===== src/csdc_pkg.sv =====
// Purpose: constants and types for the current sense detect control block
// Assumes: byte-wide registers on a plain strobe port, one clock
// Notes:
// How it works
// - amp_enable powers the whole current sense amplifier; zero after reset.
// - gain_high_select zero gives gain 10, high alone gives 30, both undefined.
// - both gain select bits clear at reset, so the lower gain comes up.
// - calibration_enable grounds the amplifier input; otherwise input comes from sense pin.
// - detect_enable enables the detect comparator outside stop mode and the detect pin logic while oscillator pins are not enabled.
// - detect_irq_enable gates whether a detection may interrupt the processor.
// - writing one to detect_flag_clear clears the flag; zero leaves it.
// - detect_flag_clear always reads zero; reset does not touch it.
// - detect_flag sets when the comparator reports voltage at or past trip level.
// - interrupt request stands while flag and interrupt enable are both set.
// - direct writes to the flag are ignored; reset clears it.
// - detect_output_select one picks the second pin, zero the first; reset clears.
// - detect disabled leaves both pins as port bits; else selected pin carries detect.
// - detect shows on a pin only when oscillator pins are not option-enabled.
// - external oscillator option keeps both detect outputs unavailable.
// - in wait mode the logic runs and a detection can wake the processor.
// - in stop mode the block is off, yet a set flag can still wake.

package csdc_pkg;
	// ****************************************
	// register map
	// ****************************************
	localparam logic [7:0] CSDC_ADDR_STATUS_CONTROL = 8'h00;
	localparam logic [7:0] CSDC_ADDR_MISC_CONTROL   = 8'h0b;
	localparam logic [7:0] CSDC_ADDR_IRQ_STATUS     = 8'h01;
	localparam logic [7:0] CSDC_ADDR_IRQ_MASK       = 8'h02;

	// status/control bit positions
	localparam int CSDC_BIT_AMP_EN    = 7;
	localparam int CSDC_BIT_GAIN_HIGH = 6;
	localparam int CSDC_BIT_GAIN_LOW  = 5;
	localparam int CSDC_BIT_CAL_EN    = 4;
	localparam int CSDC_BIT_DET_EN    = 3;
	localparam int CSDC_BIT_DET_IE    = 2;
	localparam int CSDC_BIT_FLAG_CLR  = 1;
	localparam int CSDC_BIT_FLAG      = 0;
	// misc control bit position
	localparam int CSDC_BIT_OUT_SEL   = 0;
	// interrupt status / mask bit positions
	localparam int CSDC_IRQ_DETECT    = 0;
	localparam int CSDC_IRQ_WIDTH     = 1;

	localparam logic [7:0] CSDC_RESET_CONTROL = 8'h00;
	localparam logic       CSDC_RESET_BIT     = 1'b0;

	// ****************************************
	// types
	// ****************************************
	typedef enum logic [1:0] {
		CSDC_GAIN_10,
		CSDC_GAIN_30,
		CSDC_GAIN_UNDEF
	} csdc_gain_t;

	typedef enum logic [1:0] {
		CSDC_PWR_RUN,
		CSDC_PWR_WAIT,
		CSDC_PWR_STOP
	} csdc_power_t;

	typedef struct packed {
		logic [7:0] addr;
		logic [7:0] wdata;
		logic       wr;
		logic       rd;
	} csdc_bus_req_t;

	typedef struct packed {
		logic       amp_on;
		csdc_gain_t gain;
		logic       cal_ground;
		logic       comp_on;
	} csdc_analog_ctl_t;

	typedef struct packed {
		logic first_is_detect;
		logic first_val;
		logic second_is_detect;
		logic second_val;
	} csdc_pins_t;
endpackage : csdc_pkg


===== src/csdc_top.sv =====
// Purpose: control/status logic for the current sense amplifier and detect flag
// Assumes: comparator output synchronous to clk_sys; power mode given as input
// Notes: interrupt status bit mirrors detect flag events; write one to clear
//
// The address-and-strobe port was chosen for this implementation.

`timescale 1ns/1ps
`default_nettype none

module csdc_top (
	// clock and reset
	input  wire logic                      clk_sys,
	input  wire logic                      srst,
	// register port
	input  wire csdc_pkg::csdc_bus_req_t   bus_req,
	output logic [7:0]                     bus_rdata,
	// analog side
	input  wire logic                      comp_trip,
	output csdc_pkg::csdc_analog_ctl_t     analog_ctl,
	// power and option
	input  wire csdc_pkg::csdc_power_t     power_mode,
	input  wire logic                      osc_pins_enabled,
	// shared pins
	output csdc_pkg::csdc_pins_t           pins,
	// interrupts
	output logic                           detect_irq,
	output logic                           irq,
	output logic                           wake_request
);
	// ****************************************
	// registers
	// ****************************************
	logic amp_enable;
	logic gain_high_select;
	logic gain_low_select;
	logic calibration_enable;
	logic detect_enable;
	logic detect_irq_enable;
	logic detect_flag;
	logic detect_output_select;
	logic [csdc_pkg::CSDC_IRQ_WIDTH-1:0] irq_status;
	logic [csdc_pkg::CSDC_IRQ_WIDTH-1:0] irq_mask;

	// ****************************************
	// decode
	// ****************************************
	wire logic hit_ctl  = bus_req.addr == csdc_pkg::CSDC_ADDR_STATUS_CONTROL;
	wire logic hit_misc = bus_req.addr == csdc_pkg::CSDC_ADDR_MISC_CONTROL;
	wire logic hit_ists = bus_req.addr == csdc_pkg::CSDC_ADDR_IRQ_STATUS;
	wire logic hit_imsk = bus_req.addr == csdc_pkg::CSDC_ADDR_IRQ_MASK;
	wire logic wr_ctl   = bus_req.wr && hit_ctl;
	wire logic wr_misc  = bus_req.wr && hit_misc;
	wire logic wr_ists  = bus_req.wr && hit_ists;
	wire logic wr_imsk  = bus_req.wr && hit_imsk;

	// stop mode powers the block down; wait keeps it running
	wire logic in_stop      = power_mode == csdc_pkg::CSDC_PWR_STOP;
	wire logic comp_active  = detect_enable && !in_stop;
	wire logic detect_event = comp_active && comp_trip;
	wire logic flag_clear   = wr_ctl && bus_req.wdata[csdc_pkg::CSDC_BIT_FLAG_CLR];

	// set wins over the clear
	wire logic next_flag = detect_event || (detect_flag && !flag_clear);
	wire logic [csdc_pkg::CSDC_IRQ_WIDTH-1:0] irq_events = detect_event;
	wire logic [csdc_pkg::CSDC_IRQ_WIDTH-1:0] next_irq_status =
		irq_events | (irq_status & ~(wr_ists ? bus_req.wdata[csdc_pkg::CSDC_IRQ_WIDTH-1:0]
			: {csdc_pkg::CSDC_IRQ_WIDTH{1'b0}}));

	// ****************************************
	// read mux
	// ****************************************
	wire logic [7:0] ctl_view = {amp_enable, gain_high_select, gain_low_select, calibration_enable,
		detect_enable, detect_irq_enable, 1'b0, detect_flag};
	logic [7:0] next_rdata;
	always_comb begin
		next_rdata = 8'h00;
		if (!bus_req.rd) begin
			next_rdata = 8'h00;
		end else if (hit_ctl) begin
			next_rdata = ctl_view;
		end else if (hit_misc) begin
			next_rdata = {7'h00, detect_output_select};
		end else if (hit_ists) begin
			next_rdata = {{(8-csdc_pkg::CSDC_IRQ_WIDTH){1'b0}}, irq_status};
		end else if (hit_imsk) begin
			next_rdata = {{(8-csdc_pkg::CSDC_IRQ_WIDTH){1'b0}}, irq_mask};
		end
	end

	// ****************************************
	// state
	// ****************************************
	always_ff @(posedge clk_sys) begin
		if (srst) begin
			amp_enable           <= csdc_pkg::CSDC_RESET_BIT;
			gain_high_select     <= csdc_pkg::CSDC_RESET_BIT;
			gain_low_select      <= csdc_pkg::CSDC_RESET_BIT;
			calibration_enable   <= csdc_pkg::CSDC_RESET_BIT;
			detect_enable        <= csdc_pkg::CSDC_RESET_BIT;
			detect_irq_enable    <= csdc_pkg::CSDC_RESET_BIT;
			detect_flag          <= csdc_pkg::CSDC_RESET_BIT;
			detect_output_select <= csdc_pkg::CSDC_RESET_BIT;
			irq_status           <= '0;
			irq_mask             <= '0;
			bus_rdata            <= csdc_pkg::CSDC_RESET_CONTROL;
		end else begin
			if (wr_ctl) begin
				amp_enable         <= bus_req.wdata[csdc_pkg::CSDC_BIT_AMP_EN];
				gain_high_select   <= bus_req.wdata[csdc_pkg::CSDC_BIT_GAIN_HIGH];
				gain_low_select    <= bus_req.wdata[csdc_pkg::CSDC_BIT_GAIN_LOW];
				calibration_enable <= bus_req.wdata[csdc_pkg::CSDC_BIT_CAL_EN];
				detect_enable      <= bus_req.wdata[csdc_pkg::CSDC_BIT_DET_EN];
				detect_irq_enable  <= bus_req.wdata[csdc_pkg::CSDC_BIT_DET_IE];
			end
			if (wr_misc) begin
				detect_output_select <= bus_req.wdata[csdc_pkg::CSDC_BIT_OUT_SEL];
			end
			if (wr_imsk) begin
				irq_mask <= bus_req.wdata[csdc_pkg::CSDC_IRQ_WIDTH-1:0];
			end
			detect_flag <= next_flag;
			irq_status  <= next_irq_status;
			bus_rdata   <= next_rdata;
		end
	end

	// ****************************************
	// analog controls
	// ****************************************
	wire logic amp_on_w = amp_enable && !in_stop;
	wire csdc_pkg::csdc_gain_t gain_w = !gain_high_select ? csdc_pkg::CSDC_GAIN_10
		: (gain_low_select ? csdc_pkg::CSDC_GAIN_UNDEF : csdc_pkg::CSDC_GAIN_30);
	assign analog_ctl.amp_on     = amp_on_w;
	assign analog_ctl.gain       = gain_w;
	assign analog_ctl.cal_ground = calibration_enable;
	assign analog_ctl.comp_on    = comp_active;

	// ****************************************
	// pins and interrupts
	// ****************************************
	// oscillator option steals the pins, so the detect never routes there
	wire logic pin_route = detect_enable && !osc_pins_enabled;
	assign pins.first_is_detect  = pin_route && !detect_output_select;
	assign pins.second_is_detect = pin_route && detect_output_select;
	assign pins.first_val        = pins.first_is_detect && detect_flag;
	assign pins.second_val       = pins.second_is_detect && detect_flag;

	assign detect_irq   = detect_flag && detect_irq_enable;
	// flag stays live in stop, so it can still wake
	assign wake_request = detect_irq;
	assign irq          = |(irq_status & irq_mask);
endmodule : csdc_top

`default_nettype wire


===== config.mk =====
export PLATFORM = sky130hd
export DESIGN_NAME = csdc_top
export DESIGN_NICKNAME = d
export VERILOG_FILES = /design/src/csdc_pkg.sv /design/src/csdc_top.sv
export SDC_FILE = /design/constraint.sdc
export NUM_CORES = 1
export LEC_CHECK = 0
export BUFFER_PORTS_ARGS = -buffer_cell sky130_fd_sc_hd__buf_2
export CAP_MARGIN = 40
export CORE_AREA = 2 2 46 59
export DETAILED_ROUTE_END_ITERATION = 16
export DIE_AREA = 0 0 48 61
export SLEW_MARGIN = 20
export SYNTH_ARGS = -nofsm -noshare
export SYNTH_HDL_FRONTEND = slang
export SYNTH_SLANG_ARGS = --single-unit

===== constraint.sdc =====
create_clock -name clk_sys -period 2.55 [get_ports clk_sys]
set_input_delay 0.1275 -clock clk_sys [delete_from_list [all_inputs] [get_ports clk_sys]]
set_output_delay 0.1275 -clock clk_sys [all_outputs]
set_load 0.05 [all_outputs]

==> results of run 1 <==
==> cell families (layout without fill, tap and decap cells) <==
family | count (synthesis) | count (layout) | synth area share
buf+inv | 9 | 49 | 0.06625
other cells | 1 | 1 | 0.004727
mux | 8 | 8 | 0.1010
flops | 17 | 17 | 0.4290
compound gates | 8 | 8 | 0.06940
simple gates | 39 | 39 | 0.3297
==> placed cells by master (no fill, tap or decap) <==
| cell | synthesis | routed |
|---|---|---|
| buf_2 | 0 | 42 |
| dfxtp_1 | 17 | 17 |
| nor2_1 | 9 | 9 |
| mux2i_1 | 8 | 8 |
| and2_1 | 7 | 7 |
| and3_2 | 6 | 6 |
| nand2_1 | 4 | 4 |
| inv_1 | 3 | 3 |
| a21oi_1 | 3 | 3 |
| clkbuf_4 | 0 | 3 |
| nor2b_1 | 2 | 2 |
| nand2b_1 | 1 | 1 |
| nor3b_1 | 1 | 1 |
| and3b_1 | 1 | 1 |
| nor3_4 | 1 | 1 |
| nor4_4 | 1 | 1 |
| nand3_2 | 1 | 1 |
| o21ai_0 | 1 | 1 |
| and3_1 | 1 | 1 |
| nand3_1 | 1 | 1 |
| o41ai_1 | 1 | 1 |
| nand4_1 | 1 | 1 |
| and4bb_4 | 1 | 1 |
| and2b_1 | 1 | 1 |
| o21bai_1 | 1 | 1 |
| a21boi_1 | 1 | 1 |
| a21boi_2 | 1 | 1 |
| conb_1 | 1 | 1 |
| clkinv_2 | 0 | 1 |
==> Yosys cell counts, types with 2 or more instances <==
| cell type | n |
|---|---|
| a21oi_1 | 3 |
| and2_1 | 7 |
| and3_2 | 6 |
| buf_4 | 5 |
| dfxtp_1 | 17 |
| inv_1 | 3 |
| mux2i_1 | 8 |
| nand2_1 | 4 |
| nor2_1 | 9 |
| nor2b_1 | 2 |
==> flip-flops by register name, summed over array words and instances, names as in the netlist <==
| signal | cells |
|---|---|
| bus_rdata | 7 |
| amp_enable | 1 |
| calibration_enable | 1 |
| detect_enable | 1 |
| detect_flag | 1 |
| detect_irq_enable | 1 |
| detect_output_select | 1 |
| gain_high_select | 1 |
| gain_low_select | 1 |
| irq_mask | 1 |
| irq_status | 1 |
==> stage by stage <==
step,utilization,total power [uW]
after floorplan,-,287.9
after global placement,0.4221,311.8
after detailed placement,0.4221,312.2
after CTS,0.4337,449.0
after global routing,0.4337,466.4
final,0.4337,441.6
==> worst max-delay path by stage <==
stage,startpoint,end,slack (ns),cells after the start
global route,detect_enable,pins[2],1.03,3
global placement,bus_req[12],detect_flag,1.20,5
finish,detect_enable,pins[2],1.12,3
detailed placement,bus_req[12],detect_flag,1.18,5
floorplan,detect_enable,pins[2],0.31,2
CTS,detect_enable,pins[2],1.08,3
==> per-layer routing <==
layer,vias up,global-route usage
met2,28,0.1886
met4,0,0.08108
li1,353,-
met3,2,0.02083
met1,309,0.1348
met5,-,0
==> power groups by stage <==
stage               clock network [uW]  registers [uW]  logic [uW]
floorplan                            0             272        16.1
global placement                     0             272        40.1
detailed placement                   0             272        40.4
CTS                                143             266        40.4
global route                       157             266        43.9
finish                             136             266        39.8
==> critical path, stage by stage (launching register included) <==
cell	delay, ns
dfxtp_1	0.39
nor3b_1	0.23
and2_1	0.15
buf_2	0.25
==> area by class of cell <==
| class | count | area, sq um | area share |
|---|---|---|---|
| tap | 33 | 41.29 | 0.04005 |
| multi-input combinational | 56 | 400.4 | 0.3883 |
| clock buffer | 3 | 22.52 | 0.02184 |
| inverter | 3 | 11.26 | 0.01092 |
| timing repair buffer | 42 | 210.2 | 0.2039 |
| sequential | 17 | 340.3 | 0.3301 |
| clock inverter | 1 | 5.005 | 0.004854 |
==> flow_summary.json, run 1 <==
{
  "via_per_inst": 4.465,
  "dp_hpwl_mm": 1.286,
  "post_synth.cell_area_avg_sq_um": 9.674,
  "p_clk_frac": 0.308,
  "cts_resized": 0,
  "maxCapViolations": 0,
  "synthCells": 82,
  "die_h_um": 61,
  "worst_ep_arrival_time_ns": 1.30,
  "postLayoutCellArea_sq_um": 1031,
  "timing.critical_path.from_type": "flip-flop",
  "top_layer_used": "met4",
  "num_io_pins": 44,
  "required_ns": 2.42,
  "synth_ff_type": "dfxtp_1",
  "ant_nets": 0,
  "powerDensity_nw_per_um2": 428.3,
  "p_leak_uw": 0.0005667,
  "clk_path_buf_depth": 2,
  "finalCritPeriodShare": 0.5607,
  "r2r_setup_slack_ns": 1.72,
  "rsz0062_at_grt": "false",
  "grt.total_usage": 0.1169,
  "layout.cells.non_filler": 155,
  "drt_iter0_markers": 3,
  "grt_max_degree": 12,
  "synth_area_sq_um": 793.3,
  "dpl_cell_area_sq_um": 1003,
  "critPathKind": "reg2out",
  "synth_enable_flop_cells": 0,
  "hold_depth": 3,
  "hold_path.class": "in2reg",
  "switching_power_uw": 100.0,
  "ff2ff_path_depth": 3,
  "synth_cell_type_count": 28,
  "num_vias": 692,
  "die-area_sq_um": 2928,
  "seq_area_frac_synth": 0.4290,
  "layout-drive-gt1-share": 0.4672,
  "htree_levels": 1,
  "post-cts-setup-buffer-count": 0,
  "cts_num_sinks": 17,
  "status": "finished clean",
  "clk_pin_slew_worst_paths_ns": 0.10,
  "drc": 0,
  "rows": 20,
  "clk_latency_ns": 0.28,
  "yosysWarningCount": 0,
  "portBuffers": 42,
  "worst_slack_ns": 1.120,
  "min_from": "bus_req[6]",
  "r2r-end": "bus_rdata[0]",
  "placed_cells": 151,
  "syn_to_final_growth_pct": 29.97,
  "core-area_sq_um": 2377,
  "synth.net_count": 106,
  "met3_length_um": 121,
  "antenna_cells": 0,
  "antenna_found_initial": 0,
  "wl_met2_um": 757,
  "finalNetCount": 147,
  "ys_ff_latch": 17,
  "drtPass1Iterations": 2,
  "p_int_uw": 341.6,
  "first_global_vias": 581,
  "whs_ns": 0.07420,
  "ir_drop_mv": 0.2161,
  "die_x_um": 48,
  "ctsHoldBuffers": 0,
  "start_util": 0.3337,
  "fin_worst_skew_ns": 0.004610,
  "async_flop_share": 0,
  "power_frac_seq": 0.601,
  "drt-total-wl_mm": 1.579,
  "reg2reg_from": "irq_status",
  "pre_cts_ws_ns": 1.183,
  "fillers": 249,
  "setup_viol": 0,
  "grt_pass1_wl_mm": 2.359,
  "clock_tree.root_cell": "clkbuf_4",
  "cts_tree": "yes",
  "critPathMaxFanout": 5,
  "finalSetupTns_ns": 0,
  "fmax_mhz": 699.4,
  "synth_top_area_cell": "dfxtp_1",
  "cts_made_buffers": 3,
  "synth_area_leaders": "dfxtp_1 43%, mux2i_1 10%, and3_2 5.7%, and2_1 5.5%, buf_4 4.7%",
  "worst_setup_path_end_kind": "primary output",
  "overflow": 0,
  "place.gp.congestion": 0.6884,
  "hold_viol": 0,
  "synth_top_area_share": 0.4290,
  "slew_violations": 0,
  "wl_per_cell_um": 10.19,
  "share_comb_of_total_power": 0.090,
  "holdPathEnd": "calibration_enable",
  "fin_crit_ns": 1.430,
  "met1Wirelength_um": 668,
  "switching_share": 0.2265
}
No activity file was read; power rests on OpenSTA's default activity.
==> inputs of run 2 (changes only) <==
- ABC_AREA: default -> 1
- CORE_AREA: 2 2 46 59 -> 2 2 47 59
- DIE_AREA: 0 0 48 61 -> 0 0 49 61
- PLACE_DENSITY: default -> 0.65
- clock period: 2.55 -> 1.2 ns (I/O delays scaled with it)
==> run 2 against run 1 <==
The flow now finishes with violations (setup timing). Global-route usage increased by 1.3 points. Sequential power increased by 110%. Count of clock-buffer cells in the layout unchanged. Synthesized cell count increased by 46%. Via count increased by 22%. Die area increased by 2.1%. Synthesized area increased by 2.5%. Cell count increased by 27%. Core utilization increased by 3.8 points. Non-clock buffer count increased by 3. Sequential share of layout area decreased by 2.8 points. Combinational power increased by 150%. Largest cell class unchanged. Highest routed layer unchanged.
==> flow_summary.json, run 2 <==
{
  "ys_top_cells_by_count": "27 x nor2_1, 20 x inv_1, 17 x dfxtp_1, 17 x nand2_1, 6 x nand3_1",
  "num_vias": 843,
  "layout_common_cells": "33 x buf_2, 27 x nor2_1, 17 x inv_1, 17 x nand2_1, 14 x dfxtp_1",
  "synth_area_leaders": "dfxtp_1 42%, nor2_1 12%, inv_1 9.2%, nand2_1 7.8%, buf_4 4.6%",
  "synth.most_common_cell": "nor2_1",
  "seq_area_frac_synth": 0.4185,
  "cts_tree": "yes",
  "synth_area_sq_um": 813.3,
  "multi_input_area_sq_um": 377.9,
  "regMostFlops": "bus_rdata",
  "async_flop_share": 0,
  "fmax_mhz": 819.0,
  "yosys-mux-area-fraction": 0,
  "grt_pass1_wl_mm": 2.987,
  "finalSetupTns_ns": -0.03299,
  "num_io_pins": 44,
  "synth_adder_area_share": 0,
  "ys_ff_latch": 17,
  "synth_ff_type": "dfxtp_1",
  "worst_ep_arrival_time_ns": 1.16,
  "synth_top_family_by_area": "simple AND/OR/NAND/NOR gates",
  "via_per_inst": 4.279,
  "maxCapViolations": 0,
  "yosysWarningCount": 0,
  "critPathMaxFanout": 4,
  "die-area_sq_um": 2989,
  "critPathKind": "reg2out",
  "powerDensity_nw_per_um2": 856.2,
  "ir_drop_mv": 0.4007,
  "clk_path_buf_depth": 2,
  "die_h_um": 61,
  "synth_cell_type_count": 17,
  "drt-total-wl_mm": 1.766,
  "ff_latch_area_sq_um": 346.6,
  "post_synth.cell_area_avg_sq_um": 6.777,
  "finalNetCount": 189,
  "antenna_found_initial": 0,
  "start_util": 0.3351,
  "synth_top_area_cell": "dfxtp_1",
  "portBuffers": 42,
  "clock_tree.root_cell": "clkbuf_4",
  "whs_ns": 0.0009934,
  "pre_cts_ws_ns": 0.1118,
  "synth_top_area_share": 0.4185,
  "syn_to_final_growth_pct": 40.92,
  "cts_made_buffers": 3,
  "setup_viol": 2,
  "layout_commonest_cell": "buf_2",
  "cts_num_sinks": 17,
  "totalPowerFinal_uw": 981.3,
  "first_global_vias": 770,
  "hold_path.class": "in2reg",
  "grt.total_usage": 0.1301,
  "rsz0062_at_grt": "true",
  "worst_slack_ns": -0.02097,
  "clk_pin_slew_worst_paths_ns": 0.10,
  "place.gp.congestion": 0.8265,
  "status": "finished, violations left",
  "dp_hpwl_mm": 1.494,
  "clk_latency_ns": 0.30,
  "fillers": 260,
  "finalCoreUtilization": 0.4722,
  "worst_setup_path_end_kind": "primary output",
  "synth-simple-area-share": 0.3415,
  "wl_per_cell_um": 8.964,
  "die_x_um": 49,
  "hold_viol": 0,
  "synth_enable_flop_cells": 0,
  "htree_levels": 1,
  "drc": 0,
  "required_ns": 1.14,
  "rows": 20,
  "drt_iter0_markers": 12,
  "largest_reg_flops": 7,
  "slew_violations": 0,
  "violations": "setup timing",
  "p_leak_uw": 0.0005542,
  "fin_crit_ns": 1.221,
  "grt_max_degree": 12,
  "core-area_sq_um": 2427,
  "synthXorXnorAreaFrac": 0,
  "finalCritPeriodShare": 1.017,
  "timing.critical_path.from_type": "flip-flop",
  "synthCells": 120,
  "drtPass1Iterations": 4,
  "overflow": 0,
  "synth.net_count": 144,
  "synth-compound-area-share": 0.08615,
  "fin_worst_skew_ns": 0.001953,
  "layout-drive-gt1-share": 0.4085,
  "antenna_cells": 0,
  "ant_nets": 0
}
run 2: cell count changes in the layout (fill, tap and decap cells not counted), moves of 5 or more:
cell,change
mux2i_1,-8
inv_1,+14
and2_1,-7
nor2_1,+18
clkbuf_4,+5
and3_2,-6
nand2_1,+13
buf_2,-9
nand3_1,+5
run 2: worst paths after layout:
path / end / depth (start not counted) / from / slack, ns
worst max-delay path: pins[2] / 2 / detect_output_select / -0.02
worst min-delay path: gain_high_select / 3 / bus_req[8] / 0.001
worst max register to register: detect_flag / 4 / detect_enable / 0.36
worst min register to register: bus_rdata[4] / 2 / calibration_enable / 0.45
run 2: power breakdown:
| group | switching, uW | internal (uW) | total [uW] |
|---|---|---|---|
| registers | 0.542 | 562 | 563 |
| logic | 55.8 | 43.1 | 98.9 |
| clock network | 193 | 127 | 320 |
| total | 249 | 732 | 981 |
run 2: critical path, cell delays in order, from the launching register on:
cell and delay [ns]:
dfxtp_4 0.37, nor4_2 0.25, buf_4 0.24
run 2: per-layer routing:
metal | wire length, um | GRT usage
met1 | 721 | 0.1513
met2 | 910 | 0.2250
met3 | 97 | 0.01724
met5 | 0 | 0
met4 | 36 | 0.09388
run 2: cell families (layout without fill, tap and decap cells):
| logic type | after synthesis | in the layout |
|---|---|---|
| DFF | 17 | 17 |
| AOI/OAI and AO/OA | 14 | 14 |
| other | 1 | 1 |
| and+or+nand+nor | 62 | 62 |
| buffers and inverters | 26 | 70 |
run 2: cell type report:
type / count / area share
clock inverter: 1 / 0.006550
tap: 33 / 0.03603
timing repair buffer: 45 / 0.2303
inverter: 21 / 0.07533
clock buffer: 3 / 0.01965
multi-input combinational: 77 / 0.3297
sequential: 17 / 0.3024
run 2: metrics by stage:
step           cell area [sq um]  std cells
5_1_grt                     1146        197
3_5_place_dp                1050        190
6_report                    1146        197
4_1_cts                     1126        197
2_1_floorplan              835.8        120
3_3_place_gp                1050        190
run 2: repair_timing:
action / in CTS / in global routing
resized for setup: 12 / 7
gates cloned: 0 / 0
hold endpoints to repair: 3 / 0
hold buffers: 2 / 0
setup endpoints to repair: 5 / 9
pin swaps: 1 / 0
setup buffers: 1 / 0
==> inputs of run 3 (changes only) <==
- CELL_PAD_IN_SITES_DETAIL_PLACEMENT: default -> 0
- CELL_PAD_IN_SITES_GLOBAL_PLACEMENT: default -> 1
- CORE_AREA: 2 2 47 59 -> 2 2 55 69
- DIE_AREA: 0 0 49 61 -> 0 0 57 71
- GPL_TIMING_DRIVEN: default -> 0
- PLACE_DENSITY: 0.65 -> default
- PLACE_DENSITY_LB_ADDON: default -> 0.1
==> run 3 against run 2 <==
The run now ends clean. Count of clock-buffer cells in the layout rose by 1. Largest cell class unchanged. Largest power group unchanged. Via count is 2.5% lower. Combinational power down 2.4%. Total power is 9.6% higher. Cell count up 4.1%. Critical endpoint is now pins[0]. Fmax grew 4.9%. Flip-flop and latch count unchanged. Sequential power about the same.
==> flow_summary.json, run 3 (same netlist as run 2, synthesis figures left out) <==
{
  "timing.critical_path.from_type": "flip-flop",
  "largest_reg_flops": 7,
  "core-area_sq_um": 3423,
  "power_frac_seq": 0.521,
  "antenna_found_initial": 0,
  "layout-drive-gt1-share": 0.4217,
  "finalCritPeriodShare": 0.9695,
  "finalNetCount": 191,
  "whs_ns": 0.03611,
  "slew_violations": 0,
  "overflow": 0,
  "grt_max_degree": 10,
  "wl_per_cell_um": 9.707,
  "cts_tree": "yes",
  "reg2reg_from": "detect_enable",
  "grt.total_usage": 0.1100,
  "portBuffers": 42,
  "min_from": "srst",
  "num_vias": 822,
  "syn_to_final_growth_pct": 46.61,
  "clock_tree.root_cell": "clkbuf_8",
  "worst_setup_path_end_kind": "primary output",
  "rsz0062_at_grt": "true",
  "worst_ep_arrival_time_ns": 1.10,
  "worst_slack_ns": 0.03654,
  "hold_depth": 2,
  "maxCapViolations": 0,
  "via_per_inst": 4.010,
  "fin_crit_ns": 1.163,
  "cts_made_buffers": 3,
  "setup_viol": 0,
  "die_h_um": 71,
  "postLayoutCellArea_sq_um": 1192,
  "powerDensity_nw_per_um2": 902.1,
  "critPathMaxFanout": 4,
  "switching_power_uw": 239.1,
  "start_util": 0.2376,
  "ff2ff_path_depth": 4,
  "clk_pin_slew_worst_paths_ns": 0.06,
  "ir_drop_mv": 0.5409,
  "clk_path_buf_depth": 2,
  "totalPowerFinal_uw": 1076,
  "regMostFlops": "bus_rdata",
  "p_int_uw": 836.6,
  "dp_hpwl_mm": 1.635,
  "drt-total-wl_mm": 1.990,
  "ant_nets": 0,
  "num_io_pins": 44,
  "rows": 24,
  "drtPass1Iterations": 3,
  "cts_num_sinks": 17,
  "die_x_um": 57,
  "p_leak_uw": 0.0005903,
  "layout_commonest_cell": "buf_2",
  "status": "finished clean",
  "layout_common_cells": "36 x buf_2, 27 x nor2_1, 17 x inv_1, 17 x nand2_1, 14 x dfxtp_1",
  "ctsHoldBuffers": 0,
  "grt_pass1_wl_mm": 3.525,
  "hold_viol": 0,
  "fin_worst_skew_ns": 0.001972,
  "p_clk_frac": 0.389,
  "dpl_cell_area_sq_um": 1095,
  "finalCoreUtilization": 0.3483,
  "antenna_cells": 0,
  "r2r-end": "irq_status",
  "first_global_vias": 841,
  "drt_iter0_markers": 15,
  "fillers": 408,
  "drc": 0,
  "share_comb_of_total_power": 0.090,
  "r2r_setup_slack_ns": 0.35,
  "pre_cts_ws_ns": 0.1056,
  "fmax_mhz": 859.5,
  "critPathKind": "reg2out",
  "place.gp.congestion": 0.7669,
  "clk_latency_ns": 0.24,
  "holdPathEnd": "detect_flag",
  "die-area_sq_um": 4047,
  "required_ns": 1.14,
  "htree_levels": 1,
  "hold_path.class": "in2reg",
  "switching_share": 0.2223
}
==> run 3: layout make-up <==
type / instances / area (sq um) / area share
plain buffers: 5 / 37.54 / 0.03148
flip-flops and latches: 17 / 349.1 / 0.2928
well taps: 39 / 48.80 / 0.04092
multi-input cells: 77 / 386.6 / 0.3242
repair buffers: 42 / 236.5 / 0.1983
inverters: 21 / 88.84 / 0.07450
clock buffers: 4 / 45.04 / 0.03778
==> run 3: per-stage QoR <==
| step | instances | setup TNS [ns] |
|---|---|---|
| finish | 205 | 0 |
| global route | 205 | -0.03062 |
| CTS | 205 | -0.01014 |
| detailed placement | 201 | 0 |
| global placement | 201 | 0 |
| floorplan | 120 | -0.4959 |
==> run 3: worst max-delay path, cell delays in order (launching register included) <==
cell and delay, ns:
dfxtp_4 0.37, inv_4 0.04, nor4_4 0.25, buf_6 0.19
==> run 3: layer usage <==
layer,share of wire,GRT usage,vias up
li1,-,-,451
met5,0,0,-
met3,0.057,0.02377,2
met4,0.011,0.04651,0
met1,0.42,0.1206,349
met2,0.52,0.2005,20
==> run 3: worst max path at each step <==
stage                          from  endpoint  slack, ns
2_1_floorplan  detect_output_select   pins[0]      -0.29
3_3_place_gp   detect_output_select   pins[0]       0.11
3_5_place_dp   detect_output_select   pins[0]       0.11
4_1_cts        detect_output_select   pins[0]      -0.01
5_1_grt                 detect_flag   pins[0]      -0.03
6_report                detect_flag   pins[0]       0.04
==> run 3: power by group through the flow <==
stage	registers, uW	logic (uW)	clock network [uW]
6_report	561	96.5	418
5_1_grt	560	110	471
4_1_cts	563	96.5	443
3_5_place_dp	578	95.3	0
3_3_place_gp	578	95.0	0
2_1_floorplan	578	39.2	0
==> run 3: timing repair <==
| action | 4_1_cts | 5_1_grt |
|---|---|---|
| setup endpoints to repair | 4 | 5 |
| cloned | 0 | 0 |
| buffers inserted | 0 | 0 |
| pin swaps | 0 | 1 |
| gates resized for setup | 9 | 13 |
| endpoints found under the hold margin | 0 | 0 |
